**src/lcm_pkg.sv**
```systemverilog
// Constants, types and register map of the light curtain monitor.
// Assumes one 250 MHz clock and a 32-bit Avalon-MM register bus.
//
// Behaviour
// - Channels must agree within skew window
// - Skew off: lone channel change faults
// - Skew setting off or 0.5-3.0 s steps
// - Skew window defaults to 3.0 s
// - Activation input optional, default not needed
// - Activation input switches monitor on/off
// - Restart modes automatic, manual, supervised
// - Restart mode defaults to manual
// - Restart input restarts in manual/supervised
// - Power-up check needs interruption plus restart
// - Power-up check at run and reactivation
// - Power-up check defaults to off
// - Release only while clear and conditions met
// - Both channels drop: release removed
// - Fault flag shows any error
// - Skew timer value always reported
// - Diag 0000, 2001, 2002 states
// - Diag 2003, 2004 restart edge waits
// - Diag 2005 one open, 200E power-up
// - Diag 8005 while released
// - Diag errors F001, F00B, F00E
// - Skew fault cleared by both dropping
package lcm_pkg;

  localparam int unsigned CLK_MHZ = 250;
  localparam int unsigned TICK_MS = 10;
  localparam int unsigned SKEW_STEP_MS = 500;
  localparam int unsigned TICKS_PER_STEP = SKEW_STEP_MS / TICK_MS;
  localparam int unsigned TICK_CYCLES_DEF = TICK_MS * 1000 * CLK_MHZ;

  // Register byte offsets
  localparam logic [3:0] OFS_CONFIG = 4'h0;
  localparam logic [3:0] OFS_STATUS = 4'h4;
  localparam logic [3:0] OFS_TIMER = 4'h8;

  // Config and status fields
  localparam int unsigned CFG_EXT_ACT_BIT = 0;
  localparam int unsigned CFG_MODE_LSB = 1;
  localparam int unsigned CFG_PUC_BIT = 3;
  localparam int unsigned CFG_SKEW_LSB = 4;
  localparam int unsigned CFG_RUN_BIT = 7;
  localparam int unsigned STAT_REL_BIT = 0;
  localparam int unsigned STAT_FAULT_BIT = 1;
  localparam int unsigned STAT_DIAG_LSB = 16;

  typedef enum logic [1:0] {
    LCM_AUTO_RESTART = 2'h0,
    LCM_MANUAL_RESTART = 2'h1,
    LCM_SUPERVISED_RESTART = 2'h2
  } lcm_mode_t;

  localparam logic [2:0] SKEW_OFF = 3'h0;
  localparam logic [2:0] SKEW_MAX = 3'h6;

  typedef struct packed {
    logic run;
    logic [2:0] skew_sel;
    logic power_up_check;
    lcm_mode_t mode;
    logic ext_act_needed;
  } lcm_cfg_t;

  localparam lcm_cfg_t CFG_RESET = '{
    run: 1'b1,
    skew_sel: SKEW_MAX,
    power_up_check: 1'b0,
    mode: LCM_MANUAL_RESTART,
    ext_act_needed: 1'b0
  };

  typedef struct packed {
    logic curtain_channel_one;
    logic curtain_channel_two;
    logic restart_request;
    logic block_activate;
  } lcm_pins_t;

  localparam logic [15:0] DG_NO_RELEASE = 16'h0000;
  localparam logic [15:0] DG_WAIT_FIRST = 16'h2001;
  localparam logic [15:0] DG_WAIT_SECOND = 16'h2002;
  localparam logic [15:0] DG_WAIT_RISE = 16'h2003;
  localparam logic [15:0] DG_WAIT_FALL = 16'h2004;
  localparam logic [15:0] DG_ONE_OPEN = 16'h2005;
  localparam logic [15:0] DG_POWER_UP = 16'h200e;
  localparam logic [15:0] DG_CLEAR = 16'h8005;
  localparam logic [15:0] DG_ERR_SKEW = 16'hf001;
  localparam logic [15:0] DG_ERR_START = 16'hf00b;
  localparam logic [15:0] DG_ERR_ONE = 16'hf00e;

endpackage : lcm_pkg

```
**src/lcm_monitor.sv**
```systemverilog
// Two-channel light curtain monitor with Avalon-MM register slave.
// Assumes curtain, restart and activation pins synchronous to sys_clk.
//
// Added by the designer: register access over Avalon-MM and the placing of the registers.
`timescale 1ns/10ps
module lcm_monitor import lcm_pkg::*; #(
  parameter int unsigned TICK_CYCLES = TICK_CYCLES_DEF,
  parameter int unsigned TIMER_W = 16
) (
  input wire logic sys_clk,
  input wire logic rst,
  input wire logic [3:0] avs_address,
  input wire logic avs_read,
  input wire logic avs_write,
  input wire logic [31:0] avs_writedata,
  input wire logic [3:0] avs_byteenable,
  output logic [31:0] avs_readdata,
  output logic avs_waitrequest,
  input wire lcm_pins_t pins,
  output logic safe_release,
  output logic fault_flag,
  output logic [TIMER_W-1:0] skew_timer_value,
  output logic [15:0] diag_word
);

  if (TICK_CYCLES < 1 || TIMER_W > 32 ||
      TIMER_W < $clog2(int'(SKEW_MAX) * TICKS_PER_STEP + 1)) begin : g_bad_param
    $error("lcm_monitor: unsupported parameter values");
  end

  typedef enum logic [3:0] {
    ST_OFF, ST_POWER_UP, ST_WAIT_FIRST, ST_WAIT_SECOND, ST_WAIT_RISE,
    ST_WAIT_FALL, ST_RELEASE, ST_ONE_OPEN, ST_ERR_SKEW, ST_ERR_START, ST_ERR_ONE
  } lcm_state_t;

  function automatic logic [15:0] lcm_diag(input lcm_state_t s);
    case (s)
      ST_POWER_UP: lcm_diag = DG_POWER_UP;
      ST_WAIT_FIRST: lcm_diag = DG_WAIT_FIRST;
      ST_WAIT_SECOND: lcm_diag = DG_WAIT_SECOND;
      ST_WAIT_RISE: lcm_diag = DG_WAIT_RISE;
      ST_WAIT_FALL: lcm_diag = DG_WAIT_FALL;
      ST_RELEASE: lcm_diag = DG_CLEAR;
      ST_ONE_OPEN: lcm_diag = DG_ONE_OPEN;
      ST_ERR_SKEW: lcm_diag = DG_ERR_SKEW;
      ST_ERR_START: lcm_diag = DG_ERR_START;
      ST_ERR_ONE: lcm_diag = DG_ERR_ONE;
      default: lcm_diag = DG_NO_RELEASE;
    endcase
  endfunction : lcm_diag

  function automatic logic [TIMER_W-1:0] lcm_skew_limit(input logic [2:0] sel);
    lcm_skew_limit = TIMER_W'(sel * TICKS_PER_STEP);
  endfunction : lcm_skew_limit

  function automatic logic lcm_is_error(input lcm_state_t s);
    lcm_is_error = (s == ST_ERR_SKEW) || (s == ST_ERR_START) || (s == ST_ERR_ONE);
  endfunction : lcm_is_error

  // ---------------- Register slave ----------------
  lcm_cfg_t cfg, next_cfg;
  logic [31:0] next_readdata;
  logic next_waitrequest;
  logic bus_req;
  logic bus_commit;
  logic [31:0] wdata_merged;

  assign bus_req = avs_read | avs_write;
  // Write lands on the edge where the master sees waitrequest low
  assign bus_commit = avs_write & ~avs_waitrequest;

  always_comb begin
    wdata_merged = {24'h000000, cfg};
    for (int b = 0; b < 4; b++) begin
      if (avs_byteenable[b]) begin
        wdata_merged[8*b +: 8] = avs_writedata[8*b +: 8];
      end
    end
  end

  always_comb begin
    next_cfg = cfg;
    next_waitrequest = 1'b1;
    next_readdata = avs_readdata;
    if (bus_req && avs_waitrequest) begin
      next_waitrequest = 1'b0;
      if (avs_address == OFS_CONFIG) begin
        next_readdata = {24'h000000, cfg};
      end else if (avs_address == OFS_STATUS) begin
        next_readdata = {diag_word, 14'h0000, fault_flag, safe_release};
      end else if (avs_address == OFS_TIMER) begin
        next_readdata = 32'(skew_timer_value);
      end else begin
        next_readdata = 32'h00000000;
      end
    end
    if (bus_commit && avs_address == OFS_CONFIG) begin
      next_cfg.run = wdata_merged[CFG_RUN_BIT];
      next_cfg.ext_act_needed = wdata_merged[CFG_EXT_ACT_BIT];
      next_cfg.power_up_check = wdata_merged[CFG_PUC_BIT];
      // Out-of-range settings are refused; old value kept
      if (wdata_merged[CFG_SKEW_LSB +: 3] <= SKEW_MAX) begin
        next_cfg.skew_sel = wdata_merged[CFG_SKEW_LSB +: 3];
      end
      if (wdata_merged[CFG_MODE_LSB +: 2] <= LCM_SUPERVISED_RESTART) begin
        next_cfg.mode = lcm_mode_t'(wdata_merged[CFG_MODE_LSB +: 2]);
      end
    end
  end

  always_ff @(posedge sys_clk) begin
    if (rst) begin
      cfg <= CFG_RESET;
      avs_waitrequest <= 1'b1;
      avs_readdata <= 32'h00000000;
    end else begin
      cfg <= next_cfg;
      avs_waitrequest <= next_waitrequest;
      avs_readdata <= next_readdata;
    end
  end

  // ---------------- Tick prescaler ----------------
  logic [31:0] tick_cnt, next_tick_cnt;
  logic tick;

  assign tick = (tick_cnt == 32'(TICK_CYCLES - 1));

  always_comb begin
    next_tick_cnt = tick ? 32'h00000000 : tick_cnt + 32'h00000001;
  end

  always_ff @(posedge sys_clk) begin
    if (rst) begin
      tick_cnt <= 32'h00000000;
    end else begin
      tick_cnt <= next_tick_cnt;
    end
  end

  // ---------------- Monitor state machine ----------------
  lcm_state_t state, next_state;
  logic [TIMER_W-1:0] next_timer;
  logic pu_pending, next_pu_pending;
  logic active, active_q, next_active_q;
  logic restart_q, next_restart_q;
  logic ch1, ch2, both_on, both_off, one_on;
  logic restart_rise;
  logic [TIMER_W-1:0] limit;
  logic next_release, next_fault;
  logic [15:0] next_diag;

  assign ch1 = pins.curtain_channel_one;
  assign ch2 = pins.curtain_channel_two;
  assign both_on = ch1 & ch2;
  assign both_off = ~ch1 & ~ch2;
  assign one_on = ch1 ^ ch2;
  assign restart_rise = pins.restart_request & ~restart_q;
  assign limit = lcm_skew_limit(cfg.skew_sel);
  // Run flag stands for the relay run state; activation pin optional
  assign active = cfg.run & (~cfg.ext_act_needed | pins.block_activate);

  always_comb begin
    next_state = state;
    next_timer = skew_timer_value;
    next_pu_pending = pu_pending;
    next_active_q = active;
    next_restart_q = pins.restart_request;
    if (!active) begin
      next_state = ST_OFF;
      next_timer = '0;
    end else begin
      case (state)
        ST_OFF: begin
          if (!active_q) begin
            // A check left over from an earlier activation must not linger
            next_pu_pending = cfg.power_up_check;
            // Stale restart held with curtain closed is not a valid start
            if (pins.restart_request && !both_off) begin
              next_state = ST_ERR_START;
            end else if (cfg.power_up_check) begin
              next_state = ST_POWER_UP;
              next_pu_pending = 1'b1;
            end else begin
              next_state = ST_WAIT_FIRST;
            end
          end
        end
        ST_POWER_UP: begin
          if (both_off) begin
            next_state = ST_WAIT_FIRST;
          end
        end
        ST_WAIT_FIRST: begin
          next_timer = '0;
          if (both_on) begin
            next_state = (cfg.mode == LCM_AUTO_RESTART && !pu_pending) ? ST_RELEASE
                                                                         : ST_WAIT_RISE;
          end else if (one_on) begin
            if (cfg.skew_sel == SKEW_OFF) begin
              next_state = ST_ERR_SKEW;
            end else begin
              next_state = ST_WAIT_SECOND;
            end
          end
        end
        ST_WAIT_SECOND: begin
          if (tick) begin
            next_timer = skew_timer_value + TIMER_W'(1);
          end
          if (both_on) begin
            next_state = (cfg.mode == LCM_AUTO_RESTART && !pu_pending) ? ST_RELEASE
                                                                         : ST_WAIT_RISE;
          end else if (both_off) begin
            next_state = ST_WAIT_FIRST;
          end else if (skew_timer_value >= limit) begin
            next_state = ST_ERR_SKEW;
          end
        end
        ST_WAIT_RISE: begin
          if (!both_on) begin
            next_state = ST_WAIT_FIRST;
          end else if (restart_rise) begin
            next_state = ST_WAIT_FALL;
          end
        end
        ST_WAIT_FALL: begin
          if (!both_on) begin
            next_state = ST_WAIT_FIRST;
          end else if (!pins.restart_request) begin
            next_state = ST_RELEASE;
            next_pu_pending = 1'b0;
          end
        end
        ST_RELEASE: begin
          next_pu_pending = 1'b0;
          if (both_off) begin
            next_state = ST_WAIT_FIRST;
          end else if (one_on) begin
            next_state = ST_ONE_OPEN;
          end
        end
        ST_ONE_OPEN: begin
          if (both_off) begin
            next_state = ST_WAIT_FIRST;
          end else if (both_on) begin
            next_state = ST_ERR_ONE;
          end
        end
        ST_ERR_SKEW, ST_ERR_ONE: begin
          if (both_off) begin
            next_state = ST_WAIT_FIRST;
            next_timer = '0;
          end
        end
        default: begin
          if (both_off && !pins.restart_request) begin
            next_state = ST_WAIT_FIRST;
          end
        end
      endcase
    end
    next_release = (next_state == ST_RELEASE);
    next_fault = lcm_is_error(next_state);
    next_diag = lcm_diag(next_state);
  end

  always_ff @(posedge sys_clk) begin
    if (rst) begin
      state <= ST_OFF;
      skew_timer_value <= '0;
      pu_pending <= 1'b0;
      active_q <= 1'b0;
      restart_q <= 1'b0;
      safe_release <= 1'b0;
      fault_flag <= 1'b0;
      diag_word <= DG_NO_RELEASE;
    end else begin
      state <= next_state;
      skew_timer_value <= next_timer;
      pu_pending <= next_pu_pending;
      active_q <= next_active_q;
      restart_q <= next_restart_q;
      safe_release <= next_release;
      fault_flag <= next_fault;
      diag_word <= next_diag;
    end
  end

  // ---------------- Assertions ----------------
  property p_release_needs_both;
    @(posedge sys_clk) disable iff (rst) safe_release |-> $past(both_on);
  endproperty
  a_release_needs_both: assert property (p_release_needs_both)
    else $error("release while a channel was open");

  property p_drop_removes_release;
    @(posedge sys_clk) disable iff (rst) (safe_release && both_off) |=> !safe_release;
  endproperty
  a_drop_removes_release: assert property (p_drop_removes_release)
    else $error("release held after both channels dropped");

  property p_fault_matches_diag;
    @(posedge sys_clk) disable iff (rst) fault_flag == (diag_word[15:12] == 4'hf);
  endproperty
  a_fault_matches_diag: assert property (p_fault_matches_diag)
    else $error("fault flag and error code disagree");

  property p_release_diag;
    @(posedge sys_clk) disable iff (rst) safe_release == (diag_word == DG_CLEAR);
  endproperty
  a_release_diag: assert property (p_release_diag)
    else $error("release without clear code");

  property p_skew_expiry;
    @(posedge sys_clk) disable iff (rst)
      (state == ST_WAIT_SECOND && one_on && active && skew_timer_value >= limit)
      |=> diag_word == DG_ERR_SKEW;
  endproperty
  a_skew_expiry: assert property (p_skew_expiry)
    else $error("expired skew window not flagged");

  property p_skew_off_lone;
    @(posedge sys_clk) disable iff (rst)
      (state == ST_WAIT_FIRST && active && one_on && cfg.skew_sel == SKEW_OFF)
      |=> fault_flag && !safe_release;
  endproperty
  a_skew_off_lone: assert property (p_skew_off_lone)
    else $error("lone channel change not faulted with skew off");

  property p_skew_clear;
    @(posedge sys_clk) disable iff (rst)
      (state == ST_ERR_SKEW && both_off && active) |=> diag_word == DG_WAIT_FIRST;
  endproperty
  a_skew_clear: assert property (p_skew_clear)
    else $error("skew fault not cleared by both channels dropping");

  property p_manual_pulse;
    @(posedge sys_clk) disable iff (rst)
      ($rose(safe_release) && cfg.mode != LCM_AUTO_RESTART) |-> $past(state) == ST_WAIT_FALL;
  endproperty
  a_manual_pulse: assert property (p_manual_pulse)
    else $error("manual release without restart pulse");

  property p_inactive_off;
    @(posedge sys_clk) disable iff (rst) !active |=> diag_word == DG_NO_RELEASE;
  endproperty
  a_inactive_off: assert property (p_inactive_off)
    else $error("monitor not off while deactivated");

  property p_bus_answer;
    @(posedge sys_clk) disable iff (rst)
      (bus_req && avs_waitrequest) |=> !avs_waitrequest ##1 avs_waitrequest;
  endproperty
  a_bus_answer: assert property (p_bus_answer)
    else $error("bus answer not one cycle after request");

  property p_power_up_entry;
    @(posedge sys_clk) disable iff (rst)
      (state == ST_OFF && active && !active_q && cfg.power_up_check &&
       !(pins.restart_request && !both_off)) |=> diag_word == DG_POWER_UP;
  endproperty
  a_power_up_entry: assert property (p_power_up_entry)
    else $error("power-up check not entered on activation");

  property p_restart_rise;
    @(posedge sys_clk) disable iff (rst)
      (state == ST_WAIT_RISE && active && both_on && restart_rise)
      |=> diag_word == DG_WAIT_FALL;
  endproperty
  a_restart_rise: assert property (p_restart_rise)
    else $error("restart rise not taken");

  property p_timer_step;
    @(posedge sys_clk) disable iff (rst)
      (state == ST_WAIT_SECOND && active && tick)
      |=> skew_timer_value == $past(skew_timer_value) + TIMER_W'(1);
  endproperty
  a_timer_step: assert property (p_timer_step)
    else $error("skew timer did not advance on tick");

  property p_start_error;
    @(posedge sys_clk) disable iff (rst)
      (state == ST_OFF && active && !active_q && pins.restart_request && !both_off)
      |=> fault_flag && diag_word == DG_ERR_START;
  endproperty
  a_start_error: assert property (p_start_error)
    else $error("restart held at start-up not faulted");

  c_release: cover property (@(posedge sys_clk) disable iff (rst) $rose(safe_release));
  c_skew_err: cover property (@(posedge sys_clk) disable iff (rst) diag_word == DG_ERR_SKEW);
  c_one_err: cover property (@(posedge sys_clk) disable iff (rst) diag_word == DG_ERR_ONE);
  c_power_up: cover property (@(posedge sys_clk) disable iff (rst) diag_word == DG_POWER_UP);
  c_start_err: cover property (@(posedge sys_clk) disable iff (rst) diag_word == DG_ERR_START);

endmodule : lcm_monitor

```
**config.mk**
```make
export PLATFORM = sky130hd
export DESIGN_NAME = lcm_monitor
export DESIGN_NICKNAME = d
export VERILOG_FILES = /design/src/lcm_pkg.sv /design/src/lcm_monitor.sv
export SDC_FILE = /design/constraint.sdc
export NUM_CORES = 1
export LEC_CHECK = 0
export BUFFER_PORTS_ARGS = -buffer_cell sky130_fd_sc_hd__buf_2
export CAP_MARGIN = 20
export CELL_PAD_IN_SITES_DETAIL_PLACEMENT = 1
export CELL_PAD_IN_SITES_GLOBAL_PLACEMENT = 1
export CORE_ASPECT_RATIO = 0.75
export CORE_MARGIN = 1.5
export CORE_UTILIZATION = 40
export DETAILED_ROUTE_END_ITERATION = 10
export PLACE_DENSITY_LB_ADDON = 0.1
export SLEW_MARGIN = 20
export SYNTH_ARGS = -nofsm -noshare
export SYNTH_HDL_FRONTEND = slang
export SYNTH_SLANG_ARGS = --single-unit
```
**constraint.sdc**
```tcl
create_clock -name sys_clk -period 3.42 [get_ports sys_clk]
set_clock_uncertainty 0.1 [all_clocks]
set_input_delay 1.026 -clock sys_clk [delete_from_list [all_inputs] [get_ports sys_clk]]
set_output_delay 1.026 -clock sys_clk [all_outputs]
set_load 0.05 [all_outputs]
```
==> flow_summary.json <==
{
  "regArea_um2": 1920,
  "rsz0062_at_grt": "false",
  "slowest_stage": "ha_1",
  "die_y_um": 101,
  "hold_viol_final": 0,
  "place_congestion": 0.835,
  "start_util": 0.411,
  "synth_top_area_frac": 0.378,
  "num_vias": 4568,
  "cts_buffers": 9,
  "p_per_area_nw_per_um2": 565,
  "hold_path.class": "flop to flop",
  "clock_latency_ns": 0.35,
  "clock_path_buffers": 2,
  "synthDistinctLibCells": 69,
  "grt_pass1_wl_um": 23700,
  "dr.pass1.iters": 4,
  "power.leakage_uw": 0.00257,
  "drcViolationCount": 0,
  "ys_seq_area_frac": 0.378,
  "dr.first_iter.drc_count": 161,
  "end_kind": "flop",
  "ctsHoldBuffers": 0,
  "synth-edff-count": 0,
  "track_usage": 0.224,
  "whs_ns": 0.369,
  "first_global_vias": 4451,
  "fin_crit_sh": 0.952,
  "cp.required_ns": 3.59,
  "die-width_um": 133,
  "maxSlewViolCount": 0,
  "antenna_found_initial": 0,
  "fill_cells": 1536,
  "layout_setup_ws_ns": 0.165,
  "fmax_mhz": 307,
  "path_max_fanout": 9,
  "synth_ff_type": "dfxtp_1",
  "drive_gt1_frac": 0.216,
  "netlist_top_cells_area": "dfxtp_1, nor2_1, ha_1, xor2_1, nand2_1",
  "cp-start-kind": "primary input",
  "avgSynthCellArea_um2": 8.35,
  "finalCoreUtilization": 0.485,
  "post-dp-hpwl_um": 10900,
  "die_area_um2": 13400,
  "period_minus_slack_ns": 3.25,
  "synthToLayoutAreaGrowth_pct": 17.9,
  "cts.sinks": 96,
  "dpl_worst_slack_ns": -0.112,
  "coreArea_um2": 12300,
  "critical_path_class": "primary input to flop",
  "cap_violations": 0,
  "htreeDepth": 3,
  "synthArstFlopShare": 0,
  "crit_path_cell_trace": "buf_2, inv_1, ha_1, inv_1, a21oi_1, o2bb2ai_1, a211oi_1, a211o_1, buf_4, ha_1, or3_1, a31oi_1",
  "syn-instance-count": 608,
  "status": "finished, final reports clean",
  "ant_nets": 0,
  "insertedDiodeCount": 0,
  "wire_per_inst_um": 17.0,
  "yosysWarnings": 0,
  "rows": 35,
  "grt_max_degree": 47,
  "cts_root_buf": "clkbuf_16",
  "setup_violations": 0,
  "grt-ovfl-total": 0,
  "cpPeakStageDelay_ns": 0.40,
  "wirelength_um": 14600,
  "place_inst": 843,
  "slew_headroom": 0.366,
  "synth-seq-cells": 96,
  "cts.clk_slew.worst_paths_ns": 0.07,
  "io_buffer_count": 71,
  "layout.cells.non_filler": 860,
  "synth_commonest_cells": "dfxtp_1, nor2_1, nand2_1, inv_1",
  "tightest_slew_ns": 0.950,
  "multiInputGateArea_um2": 2890,
  "yosysTopAreaCell": "dfxtp_1",
  "ir_drop_v": 0.000334,
  "nNetsFinal": 760,
  "syn_area_um2": 5080,
  "pin_count": 115,
  "cp_data_arrival_time_ns": 3.42,
  "drt-vias-per-instance": 5.31,
  "cts_tree": "yes"
}
repair_timing:
item                       4_1_cts  5_1_grt
buffers inserted                 0        1
setup endpoints to repair        1        2
gates resized for setup          1        6
pin swaps                        0        4
state kept, by name, indices dropped and copies added, names as in the netlist:
name              cells
tick_cnt             32
avs_readdata         23
skew_timer_value     16
cfg                   8
diag_word             7
state                 4
active_q              1
avs_waitrequest       1
fault_flag            1
pu_pending            1
restart_q             1
safe_release          1
cell families after synthesis:
| group | share of synthesized area |
|---|---|
| AOI/OAI and AO/OA | 0.141 |
| xor gates and xnor gates | 0.0690 |
| adders and majority gates | 0.0567 |
| buffers and inverters | 0.0712 |
| DFF | 0.378 |
| muxes | 0.0175 |
| other | 0.000738 |
| and+or+nand+nor | 0.265 |
cell usage in the layout, fill, tap and decap left out, types with 5 or more instances in the layout:
cell,Yosys,final
nor2b_1,5,5
and2_1,5,5
o21ai_0,18,18
xnor2_1,18,18
ha_1,23,22
nor3_1,17,17
nand4_1,10,10
buf_4,18,29
nand2b_1,5,5
and3_1,8,8
nand2_1,49,48
dfxtp_1,96,96
buf_2,6,71
a22oi_1,24,24
nor2_1,96,96
xor2_1,22,22
or3_1,13,13
conb_1,1,16
inv_1,25,25
nand3_1,22,22
clkbuf_16,0,9
a21oi_1,24,22
worst paths after layout:
kind	startpoint	end	slack (ns)	depth (start not counted)
min reg2reg	tick_cnt[0]	tick_cnt[0]	0.37	1
min	tick_cnt[0]	tick_cnt[0]	0.37	1
max	pins[2]	diag_word[13]	0.17	12
max reg2reg	cfg[5]	diag_word[13]	0.20	15
per-layer routing:
metal | GRT usage | vias to the layer above | share of wire | routed length, µm
met5 | 0 | - | 0 | 0
met4 | 0.0452 | 0 | 0.0075 | 109
met3 | 0.0473 | 11 | 0.046 | 671
met2 | 0.341 | 91 | 0.42 | 6180
met1 | 0.327 | 2232 | 0.52 | 7620
li1 | - | 2234 | - | -
critical path, delay by kind of cell:
kind / cells / cell delay (ns)
buf+inv: 4 / 0.43
simple gates: 1 / 0.36
compound gates: 5 / 1.02
fa+ha+maj: 2 / 0.58
final cells by class:
class                           instances  share of cell area
Inverter                               27              0.0169
Clock inverter                          5             0.00648
Sequential cell                        96               0.321
Tap cell                              166              0.0347
Timing Repair Buffer                  100              0.0957
Clock buffer                           11              0.0422
Multi-Input combinational cell        455               0.483
power breakdown:
| group | internal (µW) | leakage, µW | total [µW] | switching [µW] |
|---|---|---|---|---|
| registers | 1180 | 0.000777 | 1260 | 77.8 |
| logic | 409 | 0.00165 | 1110 | 706 |
| clock network | 540 | 0.000148 | 1010 | 465 |
| total | 2130 | 0.00257 | 3380 | 1250 |
metrics by stage:
step           instance area [µm²]  setup TNS (ns)  power [µW]
2_1_floorplan                 5130               0        2040
3_3_place_gp                  5650         -0.0254        2340
3_5_place_dp                  5650          -0.178        2360
4_1_cts                       5950               0        3380
5_1_grt                       5990               0        3570
6_report                      5990               0        3380
No activity file was read; power rests on OpenSTA's default activity.
